**config.mk**
```make
export PLATFORM = sky130hd
export DESIGN_NAME = amrg_ctrl
export DESIGN_NICKNAME = d
export VERILOG_FILES = /design/src/rtl/amrg_pkg.sv /design/src/rtl/amrg_ctrl.sv
export VERILOG_INCLUDE_DIRS = /design/src /design/src/rtl
export SDC_FILE = /design/constraint.sdc
export NUM_CORES = 1
export LEC_CHECK = 0
export BUFFER_PORTS_ARGS = -buffer_cell sky130_fd_sc_hd__buf_4
export CORE_MARGIN = 5
export CORE_UTILIZATION = 35
export CTS_CLUSTER_DIAMETER = 30
export DETAILED_ROUTE_END_ITERATION = 8
export PLACE_DENSITY_LB_ADDON = 0.15
export SLEW_MARGIN = 20
export SYNTH_ARGS = -nofsm -noshare
export SYNTH_HDL_FRONTEND = slang
export SYNTH_SLANG_ARGS = --single-unit
```
**constraint.sdc**
```tcl
create_clock -name clock_in -period 2.75 [get_ports clock_in]
set_clock_uncertainty 0.1 [all_clocks]
set_input_delay 0.4125 -clock clock_in [delete_from_list [all_inputs] [get_ports clock_in]]
set_output_delay 0.4125 -clock clock_in [all_outputs]
set_load 0.005 [all_outputs]
```
**src/rtl/amrg_consts.svh**
```systemverilog
`ifndef AMRG_CONSTS_SVH
`define AMRG_CONSTS_SVH
// clock rate in MHz, 40 ns period
`define AMRG_CLK_MHZ 25
// delay from mute request until switching stops, ns (longest, round down)
`define AMRG_MUTE_NS 10000
`define AMRG_MUTE_CYC ((`AMRG_MUTE_NS * `AMRG_CLK_MHZ) / 1000)
// delay from mute release until switching starts, ns (least, round up)
`define AMRG_UNMUTE_NS 34000
`define AMRG_UNMUTE_CYC ((`AMRG_UNMUTE_NS * `AMRG_CLK_MHZ + 999) / 1000)
// start-up initialisation length, ns
`define AMRG_INIT_NS 100000
`define AMRG_INIT_CYC ((`AMRG_INIT_NS * `AMRG_CLK_MHZ + 999) / 1000)
// recommended settle time after reset release, ms
`define AMRG_SETTLE_MS 1000
`define AMRG_SETTLE_CYC (`AMRG_SETTLE_MS * `AMRG_CLK_MHZ * 1000)
// cycles per soft-start ramp step
`define AMRG_SOFT_STEP_CYC 32
`define AMRG_SOFT_FULL 3'h7
`define AMRG_TMR_W 12
`define AMRG_SETTLE_W 25
`endif

```
**src/rtl/amrg_pkg.sv**
```systemverilog
package amrg_pkg;
    typedef enum logic [2:0] {
        ST_RESET  = 3'b000,
        ST_INIT   = 3'b001,
        ST_MUTED  = 3'b010,
        ST_UNWAIT = 3'b011,
        ST_SOFT   = 3'b100,
        ST_RUN    = 3'b101,
        ST_MUTING = 3'b110
    } amrg_state_e;

    typedef struct packed {
        logic       mod_run;
        logic       drive_en;
        logic       tristate;
        logic [2:0] soft_level;
    } amrg_stage_s;
endpackage

```
**src/rtl/amrg_ctrl.sv**
```systemverilog
// Notes on behaviour
// - reset held: modulator stopped, stage tristated
// - reset release runs start-up initialisation
// - after start-up: modulator runs, stage undriven
// - mute release after settling starts soft-start drive
// - muted: power transistors never switch
// - early unmute still plays, shorter start sequence
// - modulator clock is input clock halved
// - timing scales with the input clock
// - gain pins 00..11 give 1,2,4,8
// - gain pins sampled continuously, applied live
// - gain acts ahead of the modulator
// - reset and mute pins active low
// - switching stops 10 us plus the pin sync delay after mute
// - switching starts 34 us after unmute
`timescale 1ns/1ps
`include "amrg_consts.svh"

module amrg_ctrl #(
    parameter int SETTLE_CYC = `AMRG_SETTLE_CYC
) (
    input  wire logic                 clock_in,
    input  wire logic                 rst_b_in,
    input  wire logic                 amp_reset_b_in,
    input  wire logic                 mute_b_in,
    input  wire logic                 gain_select_msb_in,
    input  wire logic                 gain_select_lsb_in,
    output amrg_pkg::amrg_stage_s     stage_out,
    output logic                      mod_clk_out,
    output logic [3:0]                gain_mult_out,
    output logic                      early_unmute_out,
    output amrg_pkg::amrg_state_e     state_out
);
    import amrg_pkg::*;

    ////////////////////////////////////////////////////////////////////////////
    // reset release and pin synchronisers

    logic       rst_s1_ff;
    logic       rst_n_ff;
    logic [3:0] pin_s1_ff;
    logic [3:0] pin_s2_ff;
    logic       pin_rst_n;
    logic       pin_mute_n;
    logic [1:0] gain_sel;

    // async assert, synchronous release of the system reset
    always_ff @(posedge clock_in or negedge rst_b_in) begin
        if (!rst_b_in) begin
            rst_s1_ff <= 1'b0;
            rst_n_ff  <= 1'b0;
        end else begin
            rst_s1_ff <= 1'b1;
            rst_n_ff  <= rst_s1_ff;
        end
    end

    always_ff @(posedge clock_in or negedge rst_n_ff) begin
        if (!rst_n_ff) begin
            pin_s1_ff <= 4'h0;
            pin_s2_ff <= 4'h0;
        end else begin
            pin_s1_ff <= {amp_reset_b_in, mute_b_in, gain_select_msb_in, gain_select_lsb_in};
            pin_s2_ff <= pin_s1_ff;
        end
    end

    // low level means reset or mute request
    assign pin_rst_n  = pin_s2_ff[3];
    assign pin_mute_n = pin_s2_ff[2];
    assign gain_sel   = pin_s2_ff[1:0];

    ////////////////////////////////////////////////////////////////////////////
    // gain select

    // one-hot multiplier for the front-end gain
    function automatic logic [3:0] gain_mult(input logic [1:0] sel);
        gain_mult = 4'h1 << sel;
    endfunction

    logic [3:0] gain_ff;
    logic [3:0] nxt_gain;

    // feeds front end ahead of modulator
    always_comb begin
        nxt_gain = gain_mult(gain_sel);
    end

    always_ff @(posedge clock_in or negedge rst_n_ff) begin
        if (!rst_n_ff) begin
            gain_ff <= 4'h1;
        end else begin
            gain_ff <= nxt_gain;
        end
    end

    ////////////////////////////////////////////////////////////////////////////
    // settle counter since reset release

    logic [`AMRG_SETTLE_W-1:0] settle_ff;
    logic [`AMRG_SETTLE_W-1:0] nxt_settle;
    logic                      settled;

    assign settled = (settle_ff == SETTLE_CYC[`AMRG_SETTLE_W-1:0]);

    always_comb begin
        nxt_settle = settle_ff;
        if (!pin_rst_n) begin
            nxt_settle = '0;
        end else if (!settled) begin
            nxt_settle = settle_ff + 1'b1;
        end
    end

    always_ff @(posedge clock_in or negedge rst_n_ff) begin
        if (!rst_n_ff) begin
            settle_ff <= '0;
        end else begin
            settle_ff <= nxt_settle;
        end
    end

    ////////////////////////////////////////////////////////////////////////////
    // sequencer

    amrg_state_e           state_ff;
    amrg_state_e           nxt_state;
    logic [`AMRG_TMR_W-1:0] tmr_ff;
    logic [`AMRG_TMR_W-1:0] nxt_tmr;
    logic [2:0]            lvl_ff;
    logic [2:0]            nxt_lvl;
    logic                  early_ff;
    logic                  nxt_early;
    logic                  tmr_done;

    assign tmr_done = (tmr_ff == '0);

    // next state, delay timer and soft ramp level
    always_comb begin
        nxt_state = state_ff;
        nxt_tmr   = tmr_done ? tmr_ff : tmr_ff - 1'b1;
        nxt_lvl   = lvl_ff;
        nxt_early = early_ff;
        case (state_ff)
            ST_RESET: begin
                nxt_state = ST_INIT;
                nxt_tmr   = `AMRG_TMR_W'(`AMRG_INIT_CYC - 1);
            end
            ST_INIT: begin
                if (tmr_done) begin
                    nxt_state = ST_MUTED;
                end
            end
            ST_MUTED: begin
                nxt_lvl = 3'h0;
                // mute release begins start of drive
                if (pin_mute_n) begin
                    nxt_state = ST_UNWAIT;
                    nxt_tmr   = `AMRG_TMR_W'(`AMRG_UNMUTE_CYC - 1);
                    nxt_early = !settled;
                end
            end
            ST_UNWAIT: begin
                // hold off switching for the unmute delay
                if (!pin_mute_n) begin
                    nxt_state = ST_MUTED;
                end else if (tmr_done && early_ff) begin
                    // short sequence: straight to full drive
                    nxt_state = ST_RUN;
                    nxt_lvl   = `AMRG_SOFT_FULL;
                end else if (tmr_done) begin
                    nxt_state = ST_SOFT;
                    nxt_tmr   = `AMRG_TMR_W'(`AMRG_SOFT_STEP_CYC - 1);
                end
            end
            ST_SOFT: begin
                if (!pin_mute_n) begin
                    nxt_state = ST_MUTING;
                    nxt_tmr   = `AMRG_TMR_W'(`AMRG_MUTE_CYC - 1);
                end else if (tmr_done && lvl_ff == `AMRG_SOFT_FULL) begin
                    nxt_state = ST_RUN;
                end else if (tmr_done) begin
                    nxt_lvl = lvl_ff + 3'h1;
                    nxt_tmr = `AMRG_TMR_W'(`AMRG_SOFT_STEP_CYC - 1);
                end
            end
            ST_RUN: begin
                if (!pin_mute_n) begin
                    nxt_state = ST_MUTING;
                    nxt_tmr   = `AMRG_TMR_W'(`AMRG_MUTE_CYC - 1);
                end
            end
            ST_MUTING: begin
                // stop switching once the mute delay ends
                if (tmr_done) begin
                    nxt_state = ST_MUTED;
                    nxt_lvl   = 3'h0;
                end
            end
            default: begin
                nxt_state = ST_RESET;
            end
        endcase
        if (!pin_rst_n) begin
            nxt_state = ST_RESET;
            nxt_tmr   = '0;
            nxt_lvl   = 3'h0;
            nxt_early = 1'b0;
        end
    end

    always_ff @(posedge clock_in or negedge rst_n_ff) begin
        if (!rst_n_ff) begin
            state_ff <= ST_RESET;
            tmr_ff   <= '0;
            lvl_ff   <= 3'h0;
            early_ff <= 1'b0;
        end else begin
            state_ff <= nxt_state;
            tmr_ff   <= nxt_tmr;
            lvl_ff   <= nxt_lvl;
            early_ff <= nxt_early;
        end
    end

    ////////////////////////////////////////////////////////////////////////////
    // output stage control and modulator clock

    amrg_stage_s stage_ff;
    amrg_stage_s nxt_stage;
    logic        modclk_ff;
    logic        nxt_modclk;

    // outputs follow the next state so they line up with state_ff
    always_comb begin
        nxt_stage.mod_run    = (nxt_state != ST_RESET);
        // drive only while unmuted or finishing the mute delay
        nxt_stage.drive_en   = (nxt_state == ST_SOFT) || (nxt_state == ST_RUN) ||
                               (nxt_state == ST_MUTING);
        nxt_stage.tristate   = !nxt_stage.drive_en;
        nxt_stage.soft_level = nxt_stage.drive_en ? nxt_lvl : 3'h0;
        // halve the input clock, scaling with it
        nxt_modclk           = nxt_stage.mod_run ? !modclk_ff : 1'b0;
    end

    always_ff @(posedge clock_in or negedge rst_n_ff) begin
        if (!rst_n_ff) begin
            stage_ff  <= '{mod_run: 1'b0, drive_en: 1'b0, tristate: 1'b1, soft_level: 3'h0};
            modclk_ff <= 1'b0;
        end else begin
            stage_ff  <= nxt_stage;
            modclk_ff <= nxt_modclk;
        end
    end

    assign stage_out        = stage_ff;
    assign mod_clk_out      = modclk_ff;
    assign gain_mult_out    = gain_ff;
    assign early_unmute_out = early_ff;
    assign state_out        = state_ff;
endmodule

```
==> results.json, run 1 <==
{
  "run_status": "completed",
  "fp.dieW_um": 108,
  "start_kind": "register",
  "hold_path_startpoint": "gain_select_lsb_in",
  "die_height_um": 108,
  "tightest_slew_ns": 0.705,
  "netSwitchingFraction": 0.297,
  "timing.reg2reg.setup_slack_ns": 0.17,
  "end_kind": "register",
  "hold_path_depth": 1,
  "timing.critical_path.from": "tmr_ff[0]",
  "multi_input_area_sq_um": 1640,
  "fin_crit_period_ns": 2.58,
  "die_area_sq_um": 11800,
  "ys_types": 58,
  "insertedDiodeCount": 0,
  "final_common_cell": "dfrtp_1",
  "vias": 2666,
  "post-route-cell-area_sq_um": 3950,
  "synth_warnings": 0,
  "worst-endpoint-required_ns": 2.87,
  "gr-usage-all-layers": 0.144,
  "drtPass1Iterations": 5,
  "synth_enable_flop_cells": 0,
  "grt_pass1_vias": 2668,
  "drt-vias-per-instance": 5.17,
  "avgSynthCellArea_sq_um": 9.69,
  "clock_tree.htree_level_count": 3,
  "clkLatencyLatePin_ns": 0.35,
  "fp.coreArea_sq_um": 9590,
  "worst_setup_path_type": "register to register",
  "maxCapViolCount": 0,
  "regToRegEndpoint": "tmr_ff[0]",
  "clock_power_share": 0.394,
  "critical_path_arrival_ns": 2.70,
  "synth_to_final_area_change_pct": 16.4,
  "cts_buffers": 9,
  "wirelength_um": 7820,
  "max_freq_mhz": 388,
  "powerDensity_nw_per_um2": 563,
  "numClockSinks": 65,
  "boundaryPins": 21,
  "post_synth_inst_count": 350,
  "cell_chosen_for_the_clock_root": "clkbuf_8",
  "buffer_ports.inserted": 20,
  "worst_hold_slack_after_final_layout_ns": 0.0620,
  "clkSlewWorstSetupHoldPaths_ns": 0.08,
  "setup-violations-final": 0,
  "synth-main-ff-cell": "dfrtp_1",
  "r2r_start": "tmr_ff[0]",
  "cts_tree": "yes",
  "drcViolationCount": 0,
  "initial_utilization": 0.353,
  "nets": 391,
  "globalRoute.totalOverflow": 0,
  "wire_length_of_the_first_global_routing_pass_um": 13300,
  "synth_fp_nets": 363,
  "grt_setup_unrepaired": "no",
  "place.detailed.hpwl_um": 5500,
  "critical_path.max_fanout": 4,
  "totalNegativeSetupSlack_ns": 0,
  "antenna_left": 0,
  "num_rows": 36,
  "hp-class": "input pin to register",
  "seq_power_share": 0.471,
  "maximum_root_to_sink_buffer_count": 2,
  "slew_violations": 0,
  "finish.utilization": 0.411,
  "worst-r2r-cell-count": 10,
  "power_leakage_nw": 1.76,
  "pin_count_of_the_biggest_net_entering_global_routing": 27,
  "hold_end": "pin_s1_ff[0]",
  "p_sw_mw": 0.661,
  "max_slew_margin": 0.526,
  "syn_area_sq_um": 3390,
  "ys_async_sr_fraction": 1.00,
  "cts_setup_buffers": 0,
  "worst_ir_drop_vdd_mv": 0.325,
  "detailedRoute.firstIterationViolations": 115,
  "fraction_of_final_layout_cells_sized_beyond_drive_strength_1": 0.162,
  "synth_seq_area_share": 0.480,
  "power_frac_comb": 0.135,
  "nFillCells": 961,
  "dpl_cell_area_sq_um": 3720,
  "antenna_violations_before_repair": 0,
  "p_int_mw": 1.56,
  "post_drt_wl_per_cell_um": 15.1,
  "final-hold-violation-count": 0,
  "ys_ff_latch": 65,
  "highest_count_cells_in_the_layout_ignoring_fill_and_taps": "62 x dfrtp_1, 47 x nor2_1, 33 x buf_4",
  "sequential_cell_area_sq_um": 1630,
  "fraction_of_the_cycle_the_final_worst_path_needs": 0.937,
  "gpl.final_weighted_congestion": 0.846
}
through the flow:
step           instances  setup slack (ns)  power (mW)
2_1_floorplan        350             0.246        1.27
3_3_place_gp         499             0.257        1.36
3_5_place_dp         499             0.203        1.36
4_1_cts              516             0.178        2.25
5_1_grt              516            0.0212        2.34
6_report             516             0.173        2.22
area by class of cell:
cell class	instances	area share
clock buffer	9	0.0314
sequential	65	0.413
multi-input combinational	255	0.414
tap	133	0.0422
clock inverter	7	0.0212
inverter	13	0.0124
timing repair buffer	34	0.0653
power groups by stage:
stage / clock network [mW] / registers, mW / logic, mW
after global placement: 0 / 1.06 / 0.297
final: 0.874 / 1.05 / 0.301
after detailed placement: 0 / 1.06 / 0.295
after CTS: 0.908 / 1.05 / 0.298
after floorplan: 0 / 1.05 / 0.213
after global routing: 0.946 / 1.05 / 0.335
Yosys cell counts, drive strengths merged, types with 2 or more instances:
cell type	instances	area share
or3	5	0.0092
nand2	22	0.024
a221oi	2	0.0052
and2	4	0.0074
nand4	9	0.017
nand3	15	0.022
ha	7	0.026
o21a	7	0.015
and3	5	0.0092
a21oi	10	0.015
or4	2	0.0055
o21bai	2	0.0044
clkbuf	12	0.013
xnor2	9	0.023
nor3	16	0.032
a21o	2	0.0066
and4	3	0.0078
mux2i	4	0.012
buf	5	0.011
a22oi	3	0.0081
a211oi	4	0.0089
o21ai	14	0.021
o211ai	3	0.0066
nand4b	2	0.0052
o31a	3	0.0078
nor4	6	0.015
inv	13	0.014
nand2b	4	0.0074
nor2b	8	0.015
xor2	18	0.046
dfrtp	63	0.46
nor2	47	0.052
o31ai	4	0.0089
dfstp	2	0.015
registers in the layout, summed over array words and instances, names as in the netlist:
register,flops
pin_s2_ff,4
gain_mult_out,4
state_out,3
tmr_ff,12
stage_out,6
rst_s1_ff,1
rst_n_ff,1
lvl_ff,3
early_unmute_out,1
pin_s1_ff,4
settle_ff,25
mod_clk_out,1
per-layer routing:
layer | up-vias | wire length (um) | track usage
met4 | 0 | 124 | 0.0559
met1 | 1314 | 3770 | 0.196
li1 | 1292 | - | -
met3 | 12 | 280 | 0.0340
met5 | - | 0 | 0
met2 | 48 | 3640 | 0.221
timing repair:
item                       in CTS  in global routing
setup endpoints to repair       0                  1
resized for setup               0                  1
hold endpoints to repair        2                  0
hold buffers                    1                  0
worst max path at each step:
stage | to | slack [ns] | depth (start not counted)
global route | tmr_ff[0] | 0.02 | 10
global placement | tmr_ff[0] | 0.26 | 10
finish | tmr_ff[0] | 0.17 | 10
CTS | tmr_ff[0] | 0.18 | 10
detailed placement | tmr_ff[0] | 0.20 | 10
floorplan | tmr_ff[0] | 0.25 | 11
cell families (layout without fill, tap and decap cells):
group           after synthesis  in the layout  synth area share
compound gates               63             63             0.130
other cells                   1              1           0.00111
fa+ha+maj                     7              7            0.0258
mux                           4              4            0.0118
flops                        65             65             0.480
xor+xnor                     27             27            0.0697
buf+inv                      30             63            0.0384
simple gates                153            153             0.242
worst max-delay path, cell delays in order, from the launching register on:
cell	delay, ns
dfrtp_1	0.41
inv_1	0.07
ha_1	0.20
or4b_4	0.51
nor3_4	0.14
inv_1	0.09
ha_1	0.30
nor2_1	0.09
o21ai_0	0.08
a221oi_1	0.36
a21oi_1	0.11
(Power assumes the default switching activity.)
==> run 2: changes to the inputs <==
--- a/config.mk
+++ b/config.mk
@@ -6,9 +6,11 @@
 export SDC_FILE = /design/constraint.sdc
 export NUM_CORES = 1
 export LEC_CHECK = 0
+export ABC_AREA = 1
 export BUFFER_PORTS_ARGS = -buffer_cell sky130_fd_sc_hd__buf_4
 export CORE_MARGIN = 5
 export CORE_UTILIZATION = 35
+export CTS_BUF_LIST = sky130_fd_sc_hd__clkbuf_8 sky130_fd_sc_hd__clkbuf_16
 export CTS_CLUSTER_DIAMETER = 30
 export DETAILED_ROUTE_END_ITERATION = 8
 export PLACE_DENSITY_LB_ADDON = 0.15
==> results.json, run 2 <==
{
  "register_name_with_the_most_flops": "settle_ff",
  "p_sw_mw": 0.721,
  "setup-violations-final": 0,
  "end_kind": "register",
  "power_mw": 2.49,
  "pin_count_of_the_biggest_net_entering_global_routing": 64,
  "synth_enable_flop_cells": 0,
  "clkSlewWorstSetupHoldPaths_ns": 0.07,
  "critical_path.max_fanout": 15,
  "clock_tree.htree_level_count": 3,
  "powerDensity_nw_per_um2": 600,
  "seq_power_share": 0.420,
  "post-synth-top-area-fraction": 0.438,
  "synth_seq_area_share": 0.453,
  "sequential_cell_area_sq_um": 1630,
  "nFillCells": 1070,
  "critical_path_arrival_ns": 2.40,
  "cell_chosen_for_the_clock_root": "clkbuf_8",
  "netSwitchingFraction": 0.289,
  "ys_types": 38,
  "max_freq_mhz": 444,
  "yosys-top-cells-area": "dfrtp_1 44%, nand2_1 9.7%, inv_1 7.4%",
  "start_kind": "register",
  "die_height_um": 111,
  "fp.coreArea_sq_um": 10200,
  "route.met2.wl_um": 3680,
  "ys_async_sr_fraction": 1.00,
  "highest_count_cells_in_the_layout_ignoring_fill_and_taps": "93 x nand2_1, 71 x inv_1, 65 x nor2_1",
  "vias": 3008,
  "post_drt_wl_per_cell_um": 12.9,
  "worst_path_largest_cell_delay_ns": 0.40,
  "topRoutingLayerUsed": "met4",
  "initial_utilization": 0.353,
  "drtPass1Iterations": 5,
  "globalRoute.totalOverflow": 0,
  "fin_crit_period_ns": 2.25,
  "timing.critical_path.cells": "inv_1, ha_1, nand2_4, nor2_8, nand2_4, ha_1, nor2_1, inv_1, a21oi_1, nand3_1, nand2_1, inv_1",
  "avgSynthCellArea_sq_um": 7.69,
  "drt-vias-per-instance": 4.72,
  "grt_setup_unrepaired": "no",
  "fraction_of_final_layout_cells_sized_beyond_drive_strength_1": 0.140,
  "cts_resized": 0,
  "worst_ir_drop_vdd_mv": 0.288,
  "max_slew_margin": 0.447,
  "ys_ff_latch": 65,
  "detailedRoute.firstIterationViolations": 219,
  "drcViolationCount": 0,
  "power_leakage_nw": 2.06,
  "buffer_ports.inserted": 20,
  "maxCapViolCount": 0,
  "grt_pass1_vias": 2857,
  "place.detailed.hpwl_um": 5950,
  "cts_buffers": 9,
  "slew_violations": 0,
  "worst_setup_path_type": "register to register",
  "synth_to_final_area_change_pct": 15.5,
  "timing.reg2reg.setup_slack_ns": 0.50,
  "totalNegativeSetupSlack_ns": 0,
  "boundaryPins": 21,
  "met3RoutedLength_um": 310,
  "hp-class": "input pin to register",
  "wirelength_um": 8240,
  "insertedDiodeCount": 0,
  "worst-path-buf-inv": 3,
  "detailedPlace.worstSlack_ns": 0.512,
  "synth_fp_nets": 481,
  "p_int_mw": 1.77,
  "antenna_violations_before_repair": 0,
  "largest_register_ff_count": 25,
  "worst-endpoint-required_ns": 2.90,
  "wire_length_of_the_first_global_routing_pass_um": 14200,
  "multi_input_area_sq_um": 1630,
  "gpl.final_weighted_congestion": 0.849,
  "final.setup.worst_slack_ns": 0.497,
  "final_common_cell": "nand2_1",
  "final-hold-violation-count": 0,
  "synthMostInstantiatedCell": "nand2_1",
  "routedLengthMet1_um": 4070,
  "gr-usage-all-layers": 0.141,
  "synth_warnings": 0,
  "fp.dieW_um": 111,
  "clkLatencyLatePin_ns": 0.35,
  "post_synth_inst_count": 468,
  "netlist_top_cells_count": "93 x nand2_1, 71 x inv_1, 65 x nor2_1",
  "run_status": "completed",
  "fraction_of_the_cycle_the_final_worst_path_needs": 0.819,
  "cts_tree": "yes",
  "clock_power_share": 0.415,
  "cpMostUsedCell": "inv_1",
  "die_area_sq_um": 12400,
  "crit_slowest_cell": "dfrtp_1",
  "power_frac_comb": 0.166,
  "num_rows": 37,
  "synth-main-ff-cell": "dfrtp_1",
  "nets": 509,
  "antenna_left": 0,
  "tightest_slew_ns": 0.830,
  "maximum_root_to_sink_buffer_count": 2,
  "syn_area_sq_um": 3600,
  "synth_area_leader_cell": "dfrtp_1",
  "numClockSinks": 65,
  "cp_top_family": "simple AND/OR/NAND/NOR gates"
}
[run 2: worst paths after layout]
| path | startpoint | endpoint | cells past startpoint |
|---|---|---|---|
| setup reg to reg | tmr_ff[0] | tmr_ff[0] | 12 |
| max in group asynchronous | rst_n_ff | pin_s2_ff[0] | 1 |
| hold reg to reg | pin_s1_ff[3] | pin_s2_ff[3] | 0 |
| hold / removal | gain_select_msb_in | pin_s1_ff[1] | 1 |
| min in group asynchronous | rst_b_in | rst_n_ff | 2 |
| setup / recovery | tmr_ff[0] | tmr_ff[0] | 12 |
[run 2: repair_timing]
item,in CTS,in global routing
buffers inserted,0,0
hold endpoints to repair,2,0
hold buffers,1,0
[run 2: cells by family after synthesis]
logic type / after synthesis / synth area share
fa+ha+maj: 7 / 0.0243
flops: 65 / 0.453
xor+xnor: 6 / 0.0167
buf+inv: 86 / 0.0956
other cells: 1 / 0.00104
simple gates: 230 / 0.300
compound gates: 73 / 0.109
[run 2: metal layers]
metal | vias up | global-route usage
met5 | - | 0
met4 | 0 | 0.0681
met3 | 16 | 0.0255
met2 | 58 | 0.215
met1 | 1381 | 0.195
li1 | 1553 | -
[run 2: power groups by stage]
stage               logic (mW)  registers, mW  clock network [mW]
floorplan                0.307           1.06                   0
global placement         0.408           1.06                   0
detailed placement       0.413           1.07                   0
CTS                      0.416           1.05                1.07
global route             0.471           1.06                1.12
finish                   0.413           1.05                1.03
[run 2: final cells by class]
cell class	count	area share
sequential	65	0.392
multi-input combinational	317	0.391
inverter	79	0.0714
timing repair buffer	24	0.0440
tap	136	0.0410
clock buffer	10	0.0331
clock inverter	6	0.0271
[run 2: worst register-to-register path, stage by stage, from the launching register on]
cell and delay [ns]:
dfrtp_1 0.40, inv_1 0.11, ha_1 0.25, nand2_4 0.10, nor2_8 0.19, nand2_4 0.17
ha_1 0.34, nor2_1 0.11, inv_1 0.06, a21oi_1 0.14, nand3_1 0.09, nand2_1 0.06
inv_1 0.03
[run 2: through the flow]
step | hold WS (ns) | cell area, sq um | util | cells
2_1_floorplan | 0.0169 | 3600 | - | 468
3_3_place_gp | 0.0946 | 3890 | 0.382 | 620
3_5_place_dp | 0.0956 | 3890 | 0.382 | 620
4_1_cts | 0.0396 | 4160 | 0.408 | 637
5_1_grt | 0.0404 | 4160 | 0.408 | 637
6_report | 0.0707 | 4160 | 0.408 | 637
